===== src/hdl/dac_ctrl_regs.svh =====
`ifndef DAC_CTRL_REGS_SVH
`define DAC_CTRL_REGS_SVH

// serial word layout
`define WORD_BITS 24
`define CNT_W 5
`define WORD_COUNT 5'd24
`define DATA_BITS 16
`define DATA_MSB 15
`define CH_LSB 16
`define CH_MSB 17
`define CH_BITS 2
`define NUM_CH 4
`define LOAD_FLAG 24
`define FIFO_WIDTH 25
`define FIFO_DEPTH 8

// clear codes
`define ZERO_SCALE 16'h0000
`define MID_SCALE 16'h8000

// host shift clock ceiling, and the core clock that samples it
`define SCLK_MAX_MHZ 30
`define SYS_CLK_MHZ 125

// positions in the pin sampling vector
`define PIN_W 8
`define PIN_SCLK 0
`define PIN_FRAME 1
`define PIN_DIN 2
`define PIN_LOAD 3
`define PIN_CLEAR 4
`define PIN_CODING 5
`define PIN_BIPOLAR 6
`define PIN_MID 7
// idle pin levels: shift clock, frame and clear all rest high
`define PIN_IDLE 8'h13

`endif


===== src/hdl/dac_ctrl_pkg.sv =====
package dac_ctrl_pkg;
`include "dac_ctrl_regs.svh"

	typedef logic [`DATA_BITS-1:0] code_type;
	typedef code_type [`NUM_CH-1:0] bank_type;
	typedef logic [`FIFO_WIDTH-1:0] entry_type;

	typedef enum logic {
		LINK_IDLE,
		LINK_SHIFT
	} link_type;

	typedef struct packed {
		logic [`PIN_W-1:0] meta;
		logic [`PIN_W-1:0] pins;
		logic sclk_prev;
		logic load_prev;
		link_type link;
		logic [`CNT_W-1:0] count;
		logic [`WORD_BITS-1:0] shift;
		logic out_bit;
		logic push;
		entry_type push_word;
		logic dropped;
		bank_type input_code;
		bank_type dac_code;
	} state_type;
endpackage


===== src/hdl/quad_dac_serial_load_control.sv =====
`timescale 1ns/100ps

`include "dac_ctrl_regs.svh"

module word_fifo
#(
	parameter int WIDTH = `FIFO_WIDTH,
	parameter int DEPTH = `FIFO_DEPTH
)
(
	input wire logic sys_clk,
	input wire logic rst_n,
	input wire logic in_valid,
	output logic in_ready,
	input wire logic [WIDTH-1:0] in_data,
	output logic out_valid,
	input wire logic out_ready,
	output logic [WIDTH-1:0] out_data
);
	localparam int AW = $clog2(DEPTH);

	typedef struct packed {
		logic [DEPTH-1:0][WIDTH-1:0] mem;
		logic [AW-1:0] wr_ptr;
		logic [AW-1:0] rd_ptr;
		logic [AW:0] fill;
	} fifo_state_type;

	fifo_state_type f_r;
	fifo_state_type f_nxt;
	logic do_wr;
	logic do_rd;

	assign in_ready = f_r.fill != (AW + 1)'(DEPTH);
	assign out_valid = f_r.fill != '0;
	assign out_data = f_r.mem[f_r.rd_ptr];
	assign do_wr = in_valid & in_ready;
	assign do_rd = out_valid & out_ready;

	always_comb
	begin
		f_nxt = f_r;
		if (do_wr)
		begin
			f_nxt.mem[f_r.wr_ptr] = in_data;
			f_nxt.wr_ptr = (f_r.wr_ptr == AW'(DEPTH - 1)) ? '0 : f_r.wr_ptr + 1'b1;
		end
		if (do_rd)
			f_nxt.rd_ptr = (f_r.rd_ptr == AW'(DEPTH - 1)) ? '0 : f_r.rd_ptr + 1'b1;
		if (do_wr && !do_rd)
			f_nxt.fill = f_r.fill + 1'b1;
		else if (do_rd && !do_wr)
			f_nxt.fill = f_r.fill - 1'b1;
	end

	always_ff @(posedge sys_clk)
	begin
		if (!rst_n)
			f_r <= '0;
		else
			f_r <= f_nxt;
	end
endmodule

module quad_dac_serial_load_control
(
	input wire logic sys_clk,
	input wire logic rst_n,
	input wire logic frame_sync_n,
	input wire logic shift_clk,
	input wire logic serial_data_in,
	input wire logic load_outputs_n,
	input wire logic async_clear_n,
	input wire logic coding_select,
	input wire logic bipolar_range,
	input wire logic clear_midscale,
	output logic serial_data_out,
	output logic buffer_ready,
	output logic word_dropped,
	output dac_ctrl_pkg::bank_type input_code,
	output dac_ctrl_pkg::bank_type dac_code
);
	import dac_ctrl_pkg::*;

	// offset binary and twos complement differ only in the top bit
	function automatic code_type to_straight(
		input code_type code,
		input logic bipolar,
		input logic coding
	);
		to_straight = code;
		if (bipolar && !coding)
			to_straight[`DATA_MSB] = ~code[`DATA_MSB];
	endfunction

	state_type s_r;
	state_type s_nxt;

	// pin samples leave reset at their idle levels, so no false edge or frame follows
	localparam state_type reset_state = '{
		meta: `PIN_IDLE,
		pins: `PIN_IDLE,
		sclk_prev: 1'b1,
		link: LINK_IDLE,
		default: '0
	};

	logic sclk;
	logic frame_n;
	logic sclk_fall;
	logic sclk_rise;
	logic load_fall;
	logic clear_on;
	code_type clear_code;
	logic pop_valid;
	logic pop;
	entry_type pop_data;
	logic [`CH_BITS-1:0] pop_ch;
	code_type pop_code;

	assign sclk = s_r.pins[`PIN_SCLK];
	assign frame_n = s_r.pins[`PIN_FRAME];
	// edges come from the second stage only; the host clock is a plain input
	assign sclk_fall = s_r.sclk_prev & ~sclk;
	assign sclk_rise = ~s_r.sclk_prev & sclk;
	assign load_fall = s_r.load_prev & ~s_r.pins[`PIN_LOAD];
	assign clear_on = ~s_r.pins[`PIN_CLEAR];
	assign clear_code = s_r.pins[`PIN_MID] ? `MID_SCALE : `ZERO_SCALE;
	assign pop_ch = pop_data[`CH_MSB:`CH_LSB];
	assign pop_code = to_straight(pop_data[`DATA_MSB:0], s_r.pins[`PIN_BIPOLAR],
		s_r.pins[`PIN_CODING]);
	// draining stalls while clear is held, so words queue behind it
	assign pop = pop_valid & ~clear_on;

	word_fifo #(
		.WIDTH(`FIFO_WIDTH),
		.DEPTH(`FIFO_DEPTH)
	) u_fifo (
		.sys_clk(sys_clk),
		.rst_n(rst_n),
		.in_valid(s_r.push),
		.in_ready(buffer_ready),
		.in_data(s_r.push_word),
		.out_valid(pop_valid),
		.out_ready(~clear_on),
		.out_data(pop_data)
	);

	always_comb
	begin
		s_nxt = s_r;
		s_nxt.meta = {clear_midscale, bipolar_range, coding_select, async_clear_n,
			load_outputs_n, serial_data_in, frame_sync_n, shift_clk};
		s_nxt.pins = s_r.meta;
		s_nxt.sclk_prev = sclk;
		s_nxt.load_prev = s_r.pins[`PIN_LOAD];
		s_nxt.push = 1'b0;
		s_nxt.dropped = s_r.push & ~buffer_ready;
		if (sclk_rise)
			s_nxt.out_bit = s_r.shift[`WORD_BITS-1];
		case (s_r.link)
			LINK_IDLE:
			begin
				if (!frame_n)
				begin
					s_nxt.link = LINK_SHIFT;
					s_nxt.count = '0;
				end
			end
			LINK_SHIFT:
			begin
				if (frame_n)
				begin
					s_nxt.link = LINK_IDLE;
					// short frames are discarded; long ones keep the last word
					s_nxt.push = s_r.count == `WORD_COUNT;
					s_nxt.push_word = {~s_r.pins[`PIN_LOAD], s_r.shift};
				end
			end
			default:
				s_nxt.link = LINK_IDLE;
		endcase
		if (!frame_n && sclk_fall)
		begin
			s_nxt.shift = {s_r.shift[`WORD_BITS-2:0], s_r.pins[`PIN_DIN]};
			if (s_r.link == LINK_IDLE)
				s_nxt.count = `CNT_W'(1);
			else if (s_r.count != `WORD_COUNT)
				s_nxt.count = s_r.count + 1'b1;
		end
		if (pop)
		begin
			s_nxt.input_code[pop_ch] = pop_code;
			if (pop_data[`LOAD_FLAG])
				s_nxt.dac_code[pop_ch] = pop_code;
		end
		if (load_fall)
			s_nxt.dac_code = s_nxt.input_code;
		if (clear_on)
		begin
			for (int i = 0; i < `NUM_CH; i++)
				s_nxt.dac_code[i] = clear_code;
		end
	end

	always_ff @(posedge sys_clk)
	begin
		if (!rst_n)
			s_r <= reset_state;
		else
			s_r <= s_nxt;
	end

	assign serial_data_out = s_r.out_bit;
	assign word_dropped = s_r.dropped;
	assign input_code = s_r.input_code;
	assign dac_code = s_r.dac_code;

	a_shift_on_fall: assert property (
		@(posedge sys_clk) disable iff (!rst_n)
		(!frame_n && sclk_fall) |=> s_r.shift[0] == $past(s_r.pins[`PIN_DIN])
	) else $error("bit not captured on shift clock fall");

	a_hold_frame_high: assert property (
		@(posedge sys_clk) disable iff (!rst_n)
		(frame_n && s_r.link == LINK_IDLE) |=> $stable(s_r.shift)
	) else $error("shift register moved outside a frame");

	a_latch_full_word: assert property (
		@(posedge sys_clk) disable iff (!rst_n)
		(s_r.link == LINK_SHIFT && frame_n && s_r.count == `WORD_COUNT)
		|=> s_r.push && s_r.push_word[`WORD_BITS-1:0] == $past(s_r.shift)
	) else $error("word not latched at frame end");

	a_short_frame: assert property (
		@(posedge sys_clk) disable iff (!rst_n)
		(s_r.link == LINK_SHIFT && frame_n && s_r.count != `WORD_COUNT) |=> !s_r.push
	) else $error("incomplete word was latched");

	a_out_on_rise: assert property (
		@(posedge sys_clk) disable iff (!rst_n)
		sclk_rise |=> serial_data_out == $past(s_r.shift[`WORD_BITS-1])
	) else $error("serial output not updated on rise");

	a_direct_update: assert property (
		@(posedge sys_clk) disable iff (!rst_n)
		(pop && pop_data[`LOAD_FLAG])
		|=> dac_code[$past(pop_ch)] == $past(pop_code) || $past(load_fall)
	) else $error("addressed channel not updated");

	a_deferred_hold: assert property (
		@(posedge sys_clk) disable iff (!rst_n)
		(pop && !pop_data[`LOAD_FLAG] && !load_fall)
		|=> $stable(dac_code) && input_code[$past(pop_ch)] == $past(pop_code)
	) else $error("deferred write changed an output");

	a_load_all: assert property (
		@(posedge sys_clk) disable iff (!rst_n)
		(load_fall && !clear_on) |=> dac_code == input_code
	) else $error("load fall did not update all channels");

	a_clear_codes: assert property (
		@(posedge sys_clk) disable iff (!rst_n)
		clear_on |=> dac_code[0] == $past(clear_code)
			&& dac_code[`NUM_CH-1] == $past(clear_code)
	) else $error("clear did not force the clear code");

	a_unipolar_code: assert property (
		@(posedge sys_clk) disable iff (!rst_n)
		!s_r.pins[`PIN_BIPOLAR] |-> pop_code == pop_data[`DATA_MSB:0]
	) else $error("unipolar code altered");

	a_twos_code: assert property (
		@(posedge sys_clk) disable iff (!rst_n)
		(s_r.pins[`PIN_BIPOLAR] && !s_r.pins[`PIN_CODING])
		|-> pop_code[`DATA_MSB] != pop_data[`DATA_MSB]
	) else $error("twos complement top bit not flipped");

	a_rise_no_shift: assert property (
		@(posedge sys_clk) disable iff (!rst_n)
		(!frame_n && sclk_rise) |=> $stable(s_r.shift)
	) else $error("shift register moved on a rising clock");

	a_out_only_rise: assert property (
		@(posedge sys_clk) disable iff (!rst_n)
		!sclk_rise |=> $stable(serial_data_out)
	) else $error("serial output moved without a rising clock");

	a_frame_count_zero: assert property (
		@(posedge sys_clk) disable iff (!rst_n)
		(s_r.link == LINK_IDLE && !frame_n && !sclk_fall) |=> s_r.count == '0
	) else $error("bit count not cleared at frame start");

	a_load_flag: assert property (
		@(posedge sys_clk) disable iff (!rst_n)
		(s_r.link == LINK_SHIFT && frame_n)
		|=> s_r.push_word[`LOAD_FLAG] != $past(s_r.pins[`PIN_LOAD])
	) else $error("word update mode not taken from load level");

	a_dac_hold_idle: assert property (
		@(posedge sys_clk) disable iff (!rst_n)
		(!pop && !load_fall && !clear_on) |=> $stable(dac_code)
	) else $error("output code moved without an update");

	a_input_hold: assert property (
		@(posedge sys_clk) disable iff (!rst_n)
		!pop |=> $stable(input_code)
	) else $error("input code moved without a word");
endmodule


===== config.mk =====
export PLATFORM = sky130hd
export DESIGN_NAME = quad_dac_serial_load_control
export DESIGN_NICKNAME = d
export VERILOG_FILES = /design/src/hdl/dac_ctrl_pkg.sv /design/src/hdl/quad_dac_serial_load_control.sv
export VERILOG_INCLUDE_DIRS = /design/src /design/src/hdl
export SDC_FILE = /design/constraint.sdc
export NUM_CORES = 1
export LEC_CHECK = 0
export ABC_AREA = 1
export BUFFER_PORTS_ARGS = -buffer_cell sky130_fd_sc_hd__buf_4
export CORE_MARGIN = 2
export CORE_UTILIZATION = 41
export CTS_CLUSTER_DIAMETER = 120
export CTS_CLUSTER_SIZE = 12
export DETAILED_ROUTE_END_ITERATION = 16
export SETUP_SLACK_MARGIN = 0.5
export SYNTH_ARGS = -nofsm -noshare
export SYNTH_HDL_FRONTEND = slang
export SYNTH_SLANG_ARGS = --single-unit

===== constraint.sdc =====
create_clock -name sys_clk -period 2.8 [get_ports sys_clk]
set_input_delay 0.28 -clock sys_clk [delete_from_list [all_inputs] [get_ports sys_clk]]
set_output_delay 0.28 -clock sys_clk [all_outputs]
set_load 0.02 [all_outputs]

=== Word-level counts from Yosys, hierarchy flattened ===
Cells that the tools add are included.

* Flip-flop bits (word level): 414
* Latch bits: 0
* RAM bits: 0
* Memory bits (read-only): 0
* Input port bits: 10
* Logic and storage cells: 100
* Memories: 0

* Add/sub/neg operators: 5
* Multipliers: 0
* Divide/modulo/power cells: 0
* Order comparisons: 5
* Equality and inequality tests: 7
* Shifts and indexed selects: 0
* Mux-type cells: 26
* Bitwise gates (word level): 12
* Reductions and logical operators: 15

{| class="wikitable"
|+ Operators by type and width
! cell !! count
|-
| $bwmux W200 || 1
|-
| $mux W64 || 3
|-
| $bwmux W64 || 2
|-
| $mux W128 || 1
|-
| $bmux W25 S3 || 1
|-
| $demux W25 S3 || 1
|-
| $mux W25 || 2
|-
| $demux W16 S2 || 1
|-
| $mux W16 || 2
|-
| $mux W29 || 1
|-
| $mux W5 || 3
|-
| $lt A3 B4 Y1 const B || 2
|-
| $mux W4 || 2
|-
| $add A3 B1 Y3 const B || 2
|-
| $and A1 B1 Y1 || 6
|-
| $eq A3 B3 Y1 const B || 2
|-
| $logic_and A1 B1 Y1 || 6
|-
| $mux W3 || 2
|-
| $mux W6 || 1
|-
| $ne A3 B1 Y1 const B || 2
|-
| $not A1 Y1 || 6
|-
| $add A5 B1 Y5 const B || 1
|-
| $eq A5 B5 Y1 const B || 1
|-
| $ne A5 B5 Y1 const B || 1
|-
| 13 further kinds || 18
|}

=== Logic depth before layout (Yosys ltp) ===
* Depth in word-level cells: 11
* Mapped depth: 16
* Mapped depth without buffers: 15

=== Hierarchy ===
Synthesis repeated with hierarchy kept, for this count alone.

* Cell total of the unflattened synthesis: 2907
* Area total of the unflattened synthesis: 19494.9 um^2

{| class="wikitable"
|+ Modules (own cells, without submodules)
! module !! times used !! cells each !! area an instance (um^2)
|-
| word_fifo || 1 || 1752 || 10600.2
|-
| quad_dac_serial_load_control || 1 || 1155 || 8894.8
|}

=== Worst setup path before layout ===
No wires, ideal clock.

* Kind: reg2reg
* From: register u_fifo.f_r[0] (netlist name)
* To: register u_fifo.f_r[3] (netlist name)
* Data arrival time: 2289 ps
* Path slack: 391 ps
* Stages on the path, launching flop included: 16
* Buffers on the path: 1
* Period minus slack after synthesis: 2409 ps
* Cell sequence: dfxtp_1 nor2_1 a31oi_4 inv_2 buf_1 ha_1 inv_1 ha_1 nand2_1 nand2_1 a21oi_1 nor2_1 nor2_1 nand2_1 o21ai_0 a21oi_1

* Longest elaborated chain between the ends: 5
* Elaborated cells between the ends (all ways): 13
* Those cells by class: add/sub (2); eq/ne (1); mux (2); bitwise (2); reduce/logical (6)

{| class="wikitable"
|+ Ends and longest elaborated chain
! what !! line !! text
|-
| start: declaration || quad_dac_serial_load_control.sv:29 || <nowiki>fifo_state_type f_r;</nowiki>
|-
| start signal: assignment || quad_dac_serial_load_control.sv:61 || <nowiki>f_r <= f_nxt;</nowiki>
|-
| branches (longest 5 deep; another with $sub A4 B1 Y4) || - ||
|}

Several ways; the timed one is not identified. The select of a mux whose other input is x is not followed.
A chain may end at the register's enable or synchronous reset.

=== Worst setup path after layout ===
* From: register u_fifo.f_r[0] (netlist name)
* To: register u_fifo.f_r[3] (netlist name)

* Longest elaborated chain between the ends: 5
* Elaborated cells between the ends (all ways): 13
* Those cells by class: add/sub (2); eq/ne (1); mux (2); bitwise (2); reduce/logical (6)

{| class="wikitable"
|+ Ends and longest elaborated chain
! what !! line !! text
|-
| $ne A4 B4 Y1 (*) || quad_dac_serial_load_control.sv:34 || <nowiki>assign in_ready = f_r.fill != (AW + 1)'(DEPTH);</nowiki>
|-
| $and A1 B1 Y1 (*) || quad_dac_serial_load_control.sv:37 || <nowiki>assign do_wr = in_valid & in_ready;</nowiki>
|-
| net u_fifo.do_wr || quad_dac_serial_load_control.sv:31 || <nowiki>logic do_wr;</nowiki>
|-
| $logic_not A1 Y1 || quad_dac_serial_load_control.sv:52 || <nowiki>else if (do_rd && !do_wr)</nowiki>
|-
| $logic_and A1 B1 Y1 || quad_dac_serial_load_control.sv:52 ||
|-
| $reduce_bool A2 Y1 (no line) || - ||
|}

Mark *: on every way through the listed nets, which the timed path passes. The rest lies on a longest branch. The select of a mux whose other input is x is not followed.

==> run summary <==
Detailed placement ended at an HPWL of 26.60 mm. The number of DRC markers in iteration 0 is 738. The floorplan step defined a die boundary enclosing 40570 um2. The overall fraction of global-route tracks in use is 20.27%. The area added between synthesis and finish is 9.325%. The final layout contains 2119 nets.

The number of failing hold endpoints at the final stage is 0. In the finished design, the share of the clock period the worst path needs comes to 79.01%. The number of input and output port buffers inserted is 140. The wire length of the first global-routing pass came out at 66.26 mm. The number of levels in the clock H-tree came out at 2. For this block, the routed nets add up to 41.28 mm of wire. The max-cap check violation count came out at 0. The final number of max-transition violations was 0.

The upper clock frequency limit came out at 0.4520 GHz. The number of vias per cell after detailed routing is 4.958. For this run the aggregate overflow at the end of global routing stands at 0. Across all register-to-register paths, the minimum setup slack is 0.59 ns. The count of final setup violators is 0. The number of DRC violations after detailed routing is 0. The initial antenna violation count came out at 3.

The proportion of synthesized chip area in sequential cells is 45.10%. The largest fanout on the critical path is 9. The antenna violation net count after detailed routing is 0. The worst setup path is of the reg2reg kind. The actual slew at the worst max-slew pin came out at 0.6524 ns. The first-pass detailed-route iteration total is 5.

The cell count after synthesis came out at 2137. The final-layout setup total negative slack is 0 ns. The placeable core area came out at 38560 um2. The worst slew margin relative to its limit came out at 56.51%. The met3 wire length is 2.085 mm. The number of CTS-inserted buffers is 35. The minimum period implied by the final worst setup slack is 2.212 ns. The via count of the first global-routing pass came out at 12140. The final RePlAce weighted congestion came out at 0.7989.

The total nets after synthesis is 2157. The via count came out at 12990. STA puts the critical path data arrival time at 2.61 ns.

Signal routing reaches up to met4. The repair_antennas step left the layout with diodes totalling 0. The post-route core utilization is 45.31%. Entering global routing, the biggest net connects 160 pins. In this run the deepest clock path goes through 3 buffers.

The total of warnings raised by yosys came out at 0. The number of storage elements in the synthesis netlist came out at 360. Wire segments on met2 add up to 18.44 mm in the final route. The capturing element type of the critical path is a flip-flop. The distinct cell type count of the synthesized netlist is 38.

The floorplan has 72 rows. The CTS tree is built. Summed over all cells, the static leakage comes to 0.007021 uW. The I/O pin total came out at 141. The tightest min-delay check is of the in2reg type. The number of clock sinks came out at 360. STA classifies the critical path startpoint as a flip-flop.

The worst-skew pair later-pin latency came out at 0.53 ns. The effective utilization at floorplan came out at 41.45%. The total power consumption of the routed design came out at 15510 uW. The mapped netlist covers 15980 um2.

The total routed wire length on the met1 layer came out at 19.66 mm. The maximum clock skew at final layout came out at 0.02688 ns. The run finished with clean final reports. The average instance in the mapped netlist occupies 7.478 um2. For this design the ratio of total power to cell area is 887.7 nW/um2. The y dimension of the die is 201.4 um. Dividing the detail-routed wire length by the instance count gives 15.76 um. Clock tree synthesis selected as its root buffer the cell sky130_fd_sc_hd__clkbuf_16. The critical path data required time is 3.20 ns. Cells with a size suffix above 1 make up 15.37% of the layout. Measured along the x axis, the die boundary spans 201.4 um. Counting instances, the worst hold path has a depth of 3.

The peak ir drop on the vdd network came out at 0.0004796 V. The clock slew seen by the registers of the worst setup and hold paths came out at 0.06 ns. Counting cells, the worst reg-to-reg path comes to 15. Setup repair after global routing could not meet its margin everywhere.
report_power, final:
group          switching [uW]  leakage (uW)  internal [uW]
Combinational            3980       0.00365           1620
Sequential                280       0.00291           5440
Clock                    1900      0.000456           2280
state kept, by name, summed over array words and instances, names as in the netlist:
name	flops
word_dropped	1
frame_n	1
input_code	64
u_fifo.f_r	162
s_nxt	10
s_r	57
serial_data_out	1
dac_code	64
path summary, 6_finish.rpt:
check / from / endpoint
setup / recovery: u_fifo.f_r[0]$_SDFFE_PN0P_ / u_fifo.f_r[3]$_SDFFE_PN0P_
hold / removal: rst_n / s_r[185]$_SDFF_PN0_
setup reg to reg: u_fifo.f_r[0]$_SDFFE_PN0P_ / u_fifo.f_r[3]$_SDFFE_PN0P_
hold reg to reg: s_nxt[193]$_SDFF_PN0_ / s_r[193]$_SDFF_PN0_
final cells by class:
class                      count  area, um2
clock buffer                  37      904.6
clock inverter                 2      25.02
fill                        3893      21090
inverter                     223      857.1
multi-input combinational   1294       6345
sequential                   360       7217
tap                          518      648.1
timing repair buffer         185       1474
worst max-delay path, cell delays in order (launching register included):
cell and delay (ns):
sky130_fd_sc_hd__dfxtp_2 0.36, sky130_fd_sc_hd__nor2_4 0.15, sky130_fd_sc_hd__nand3_2 0.13, sky130_fd_sc_hd__nand2_4 0.12
sky130_fd_sc_hd__inv_2 0.08, sky130_fd_sc_hd__ha_1 0.23, sky130_fd_sc_hd__inv_1 0.12, sky130_fd_sc_hd__ha_1 0.24
sky130_fd_sc_hd__nand2_1 0.06, sky130_fd_sc_hd__nand2_1 0.05, sky130_fd_sc_hd__a21oi_2 0.14, sky130_fd_sc_hd__nor2_1 0.05
sky130_fd_sc_hd__nor2_1 0.08, sky130_fd_sc_hd__nand2_1 0.08, sky130_fd_sc_hd__o21ai_1 0.14, sky130_fd_sc_hd__a21oi_1 0.06
what timing repair did:
item,in CTS,in global routing
buffers inserted,1,4
endpoints found under the hold margin,8,0
hold buffers,8,0
endpoints found under the setup margin,47,105
pin swaps,1,0
gates resized for setup,5,23
logic make-up after synthesis:
logic type / Yosys count / synth area share, %
AOI/OAI and AO/OA: 613 / 20.64
xor gates and xnor gates: 2 / 0.1096
adders and majority gates: 10 / 0.8300
buffers and inverters: 483 / 15.60
DFF: 360 / 45.10
and+or+nand+nor: 669 / 17.73
Yosys cell counts:
| library cell | n | share of area (%) |
|---|---|---|
| sky130_fd_sc_hd__o21ai_0 | 267 | 8.4 |
| sky130_fd_sc_hd__a21oi_1 | 263 | 8.2 |
| sky130_fd_sc_hd__nand4_1 | 11 | 0.43 |
| sky130_fd_sc_hd__nor2_4 | 2 | 0.14 |
| sky130_fd_sc_hd__fa_1 | 1 | 0.13 |
| sky130_fd_sc_hd__buf_2 | 43 | 1.3 |
| sky130_fd_sc_hd__ha_1 | 9 | 0.70 |
| sky130_fd_sc_hd__xor2_1 | 2 | 0.11 |
| sky130_fd_sc_hd__o22ai_1 | 1 | 0.039 |
| sky130_fd_sc_hd__buf_1 | 5 | 0.12 |
| sky130_fd_sc_hd__nor3_1 | 5 | 0.16 |
| sky130_fd_sc_hd__clkbuf_2 | 1 | 0.031 |
| sky130_fd_sc_hd__nor2_1 | 167 | 3.9 |
| sky130_fd_sc_hd__or2_2 | 8 | 0.31 |
| sky130_fd_sc_hd__inv_2 | 9 | 0.21 |
| sky130_fd_sc_hd__and2_1 | 3 | 0.12 |
| sky130_fd_sc_hd__nand3b_1 | 5 | 0.23 |
| sky130_fd_sc_hd__o21ai_1 | 21 | 0.66 |
| sky130_fd_sc_hd__a31oi_4 | 1 | 0.13 |
| sky130_fd_sc_hd__a21oi_2 | 42 | 2.3 |
| sky130_fd_sc_hd__clkbuf_1 | 58 | 1.4 |
| sky130_fd_sc_hd__buf_4 | 143 | 6.7 |
| sky130_fd_sc_hd__nand2_4 | 1 | 0.070 |
| sky130_fd_sc_hd__clkinv_2 | 1 | 0.031 |
| sky130_fd_sc_hd__nor2_2 | 3 | 0.12 |
| sky130_fd_sc_hd__nand3_2 | 2 | 0.13 |
| sky130_fd_sc_hd__nor3_2 | 1 | 0.063 |
| sky130_fd_sc_hd__buf_6 | 7 | 0.49 |
| sky130_fd_sc_hd__o211ai_1 | 16 | 0.75 |
| sky130_fd_sc_hd__buf_8 | 3 | 0.28 |
| sky130_fd_sc_hd__nand2_2 | 26 | 1.0 |
| sky130_fd_sc_hd__nand2_1 | 333 | 7.8 |
| sky130_fd_sc_hd__nand3_1 | 102 | 3.2 |
| sky130_fd_sc_hd__inv_1 | 211 | 5.0 |
| sky130_fd_sc_hd__clkinv_1 | 2 | 0.047 |
| sky130_fd_sc_hd__a2111oi_0 | 1 | 0.055 |
| sky130_fd_sc_hd__dfxtp_1 | 360 | 45 |
| sky130_fd_sc_hd__a21oi_4 | 1 | 0.10 |
through the flow:
stage               cell area, um2  std cells  setup slack (ns)  hold WS (ns)
floorplan                    15990       2137            0.5046        0.3776
global placement             16310       2567            0.4631        0.3948
detailed placement           16310       2567            0.3738        0.3953
CTS                          17350       2615            0.4257        0.2956
global route                 17470       2619            0.4133        0.3358
finish                       17470       2619            0.5877        0.3257
cell usage in the layout (no fill, tap or decap), types with 3 or more instances in the layout:
master,count
sky130_fd_sc_hd__dfxtp_1,356
sky130_fd_sc_hd__nand2_1,330
sky130_fd_sc_hd__o21ai_0,265
sky130_fd_sc_hd__a21oi_1,262
sky130_fd_sc_hd__inv_1,211
sky130_fd_sc_hd__buf_4,169
sky130_fd_sc_hd__nor2_1,166
sky130_fd_sc_hd__nand3_1,101
sky130_fd_sc_hd__a21oi_2,43
sky130_fd_sc_hd__clkbuf_16,36
sky130_fd_sc_hd__nand2_2,26
sky130_fd_sc_hd__o21ai_1,23
sky130_fd_sc_hd__o211ai_1,16
sky130_fd_sc_hd__nand4_1,11
sky130_fd_sc_hd__ha_1,9
sky130_fd_sc_hd__or2_2,8
sky130_fd_sc_hd__dlygate4sd3_1,8
sky130_fd_sc_hd__inv_2,6
sky130_fd_sc_hd__nor2_4,5
sky130_fd_sc_hd__nor3_1,5
sky130_fd_sc_hd__nand3b_1,5
sky130_fd_sc_hd__nand2_4,4
sky130_fd_sc_hd__buf_6,4
sky130_fd_sc_hd__buf_12,4
sky130_fd_sc_hd__inv_4,3
sky130_fd_sc_hd__and2_1,3
layer usage:
metal	vias to the layer above	GRT usage (%)
met4	0	6.670
met5	-	0
met2	285	32.83
met3	51	3.434
li1	6711	-
met1	5938	27.46
Power figures use the tool's default switching activity.
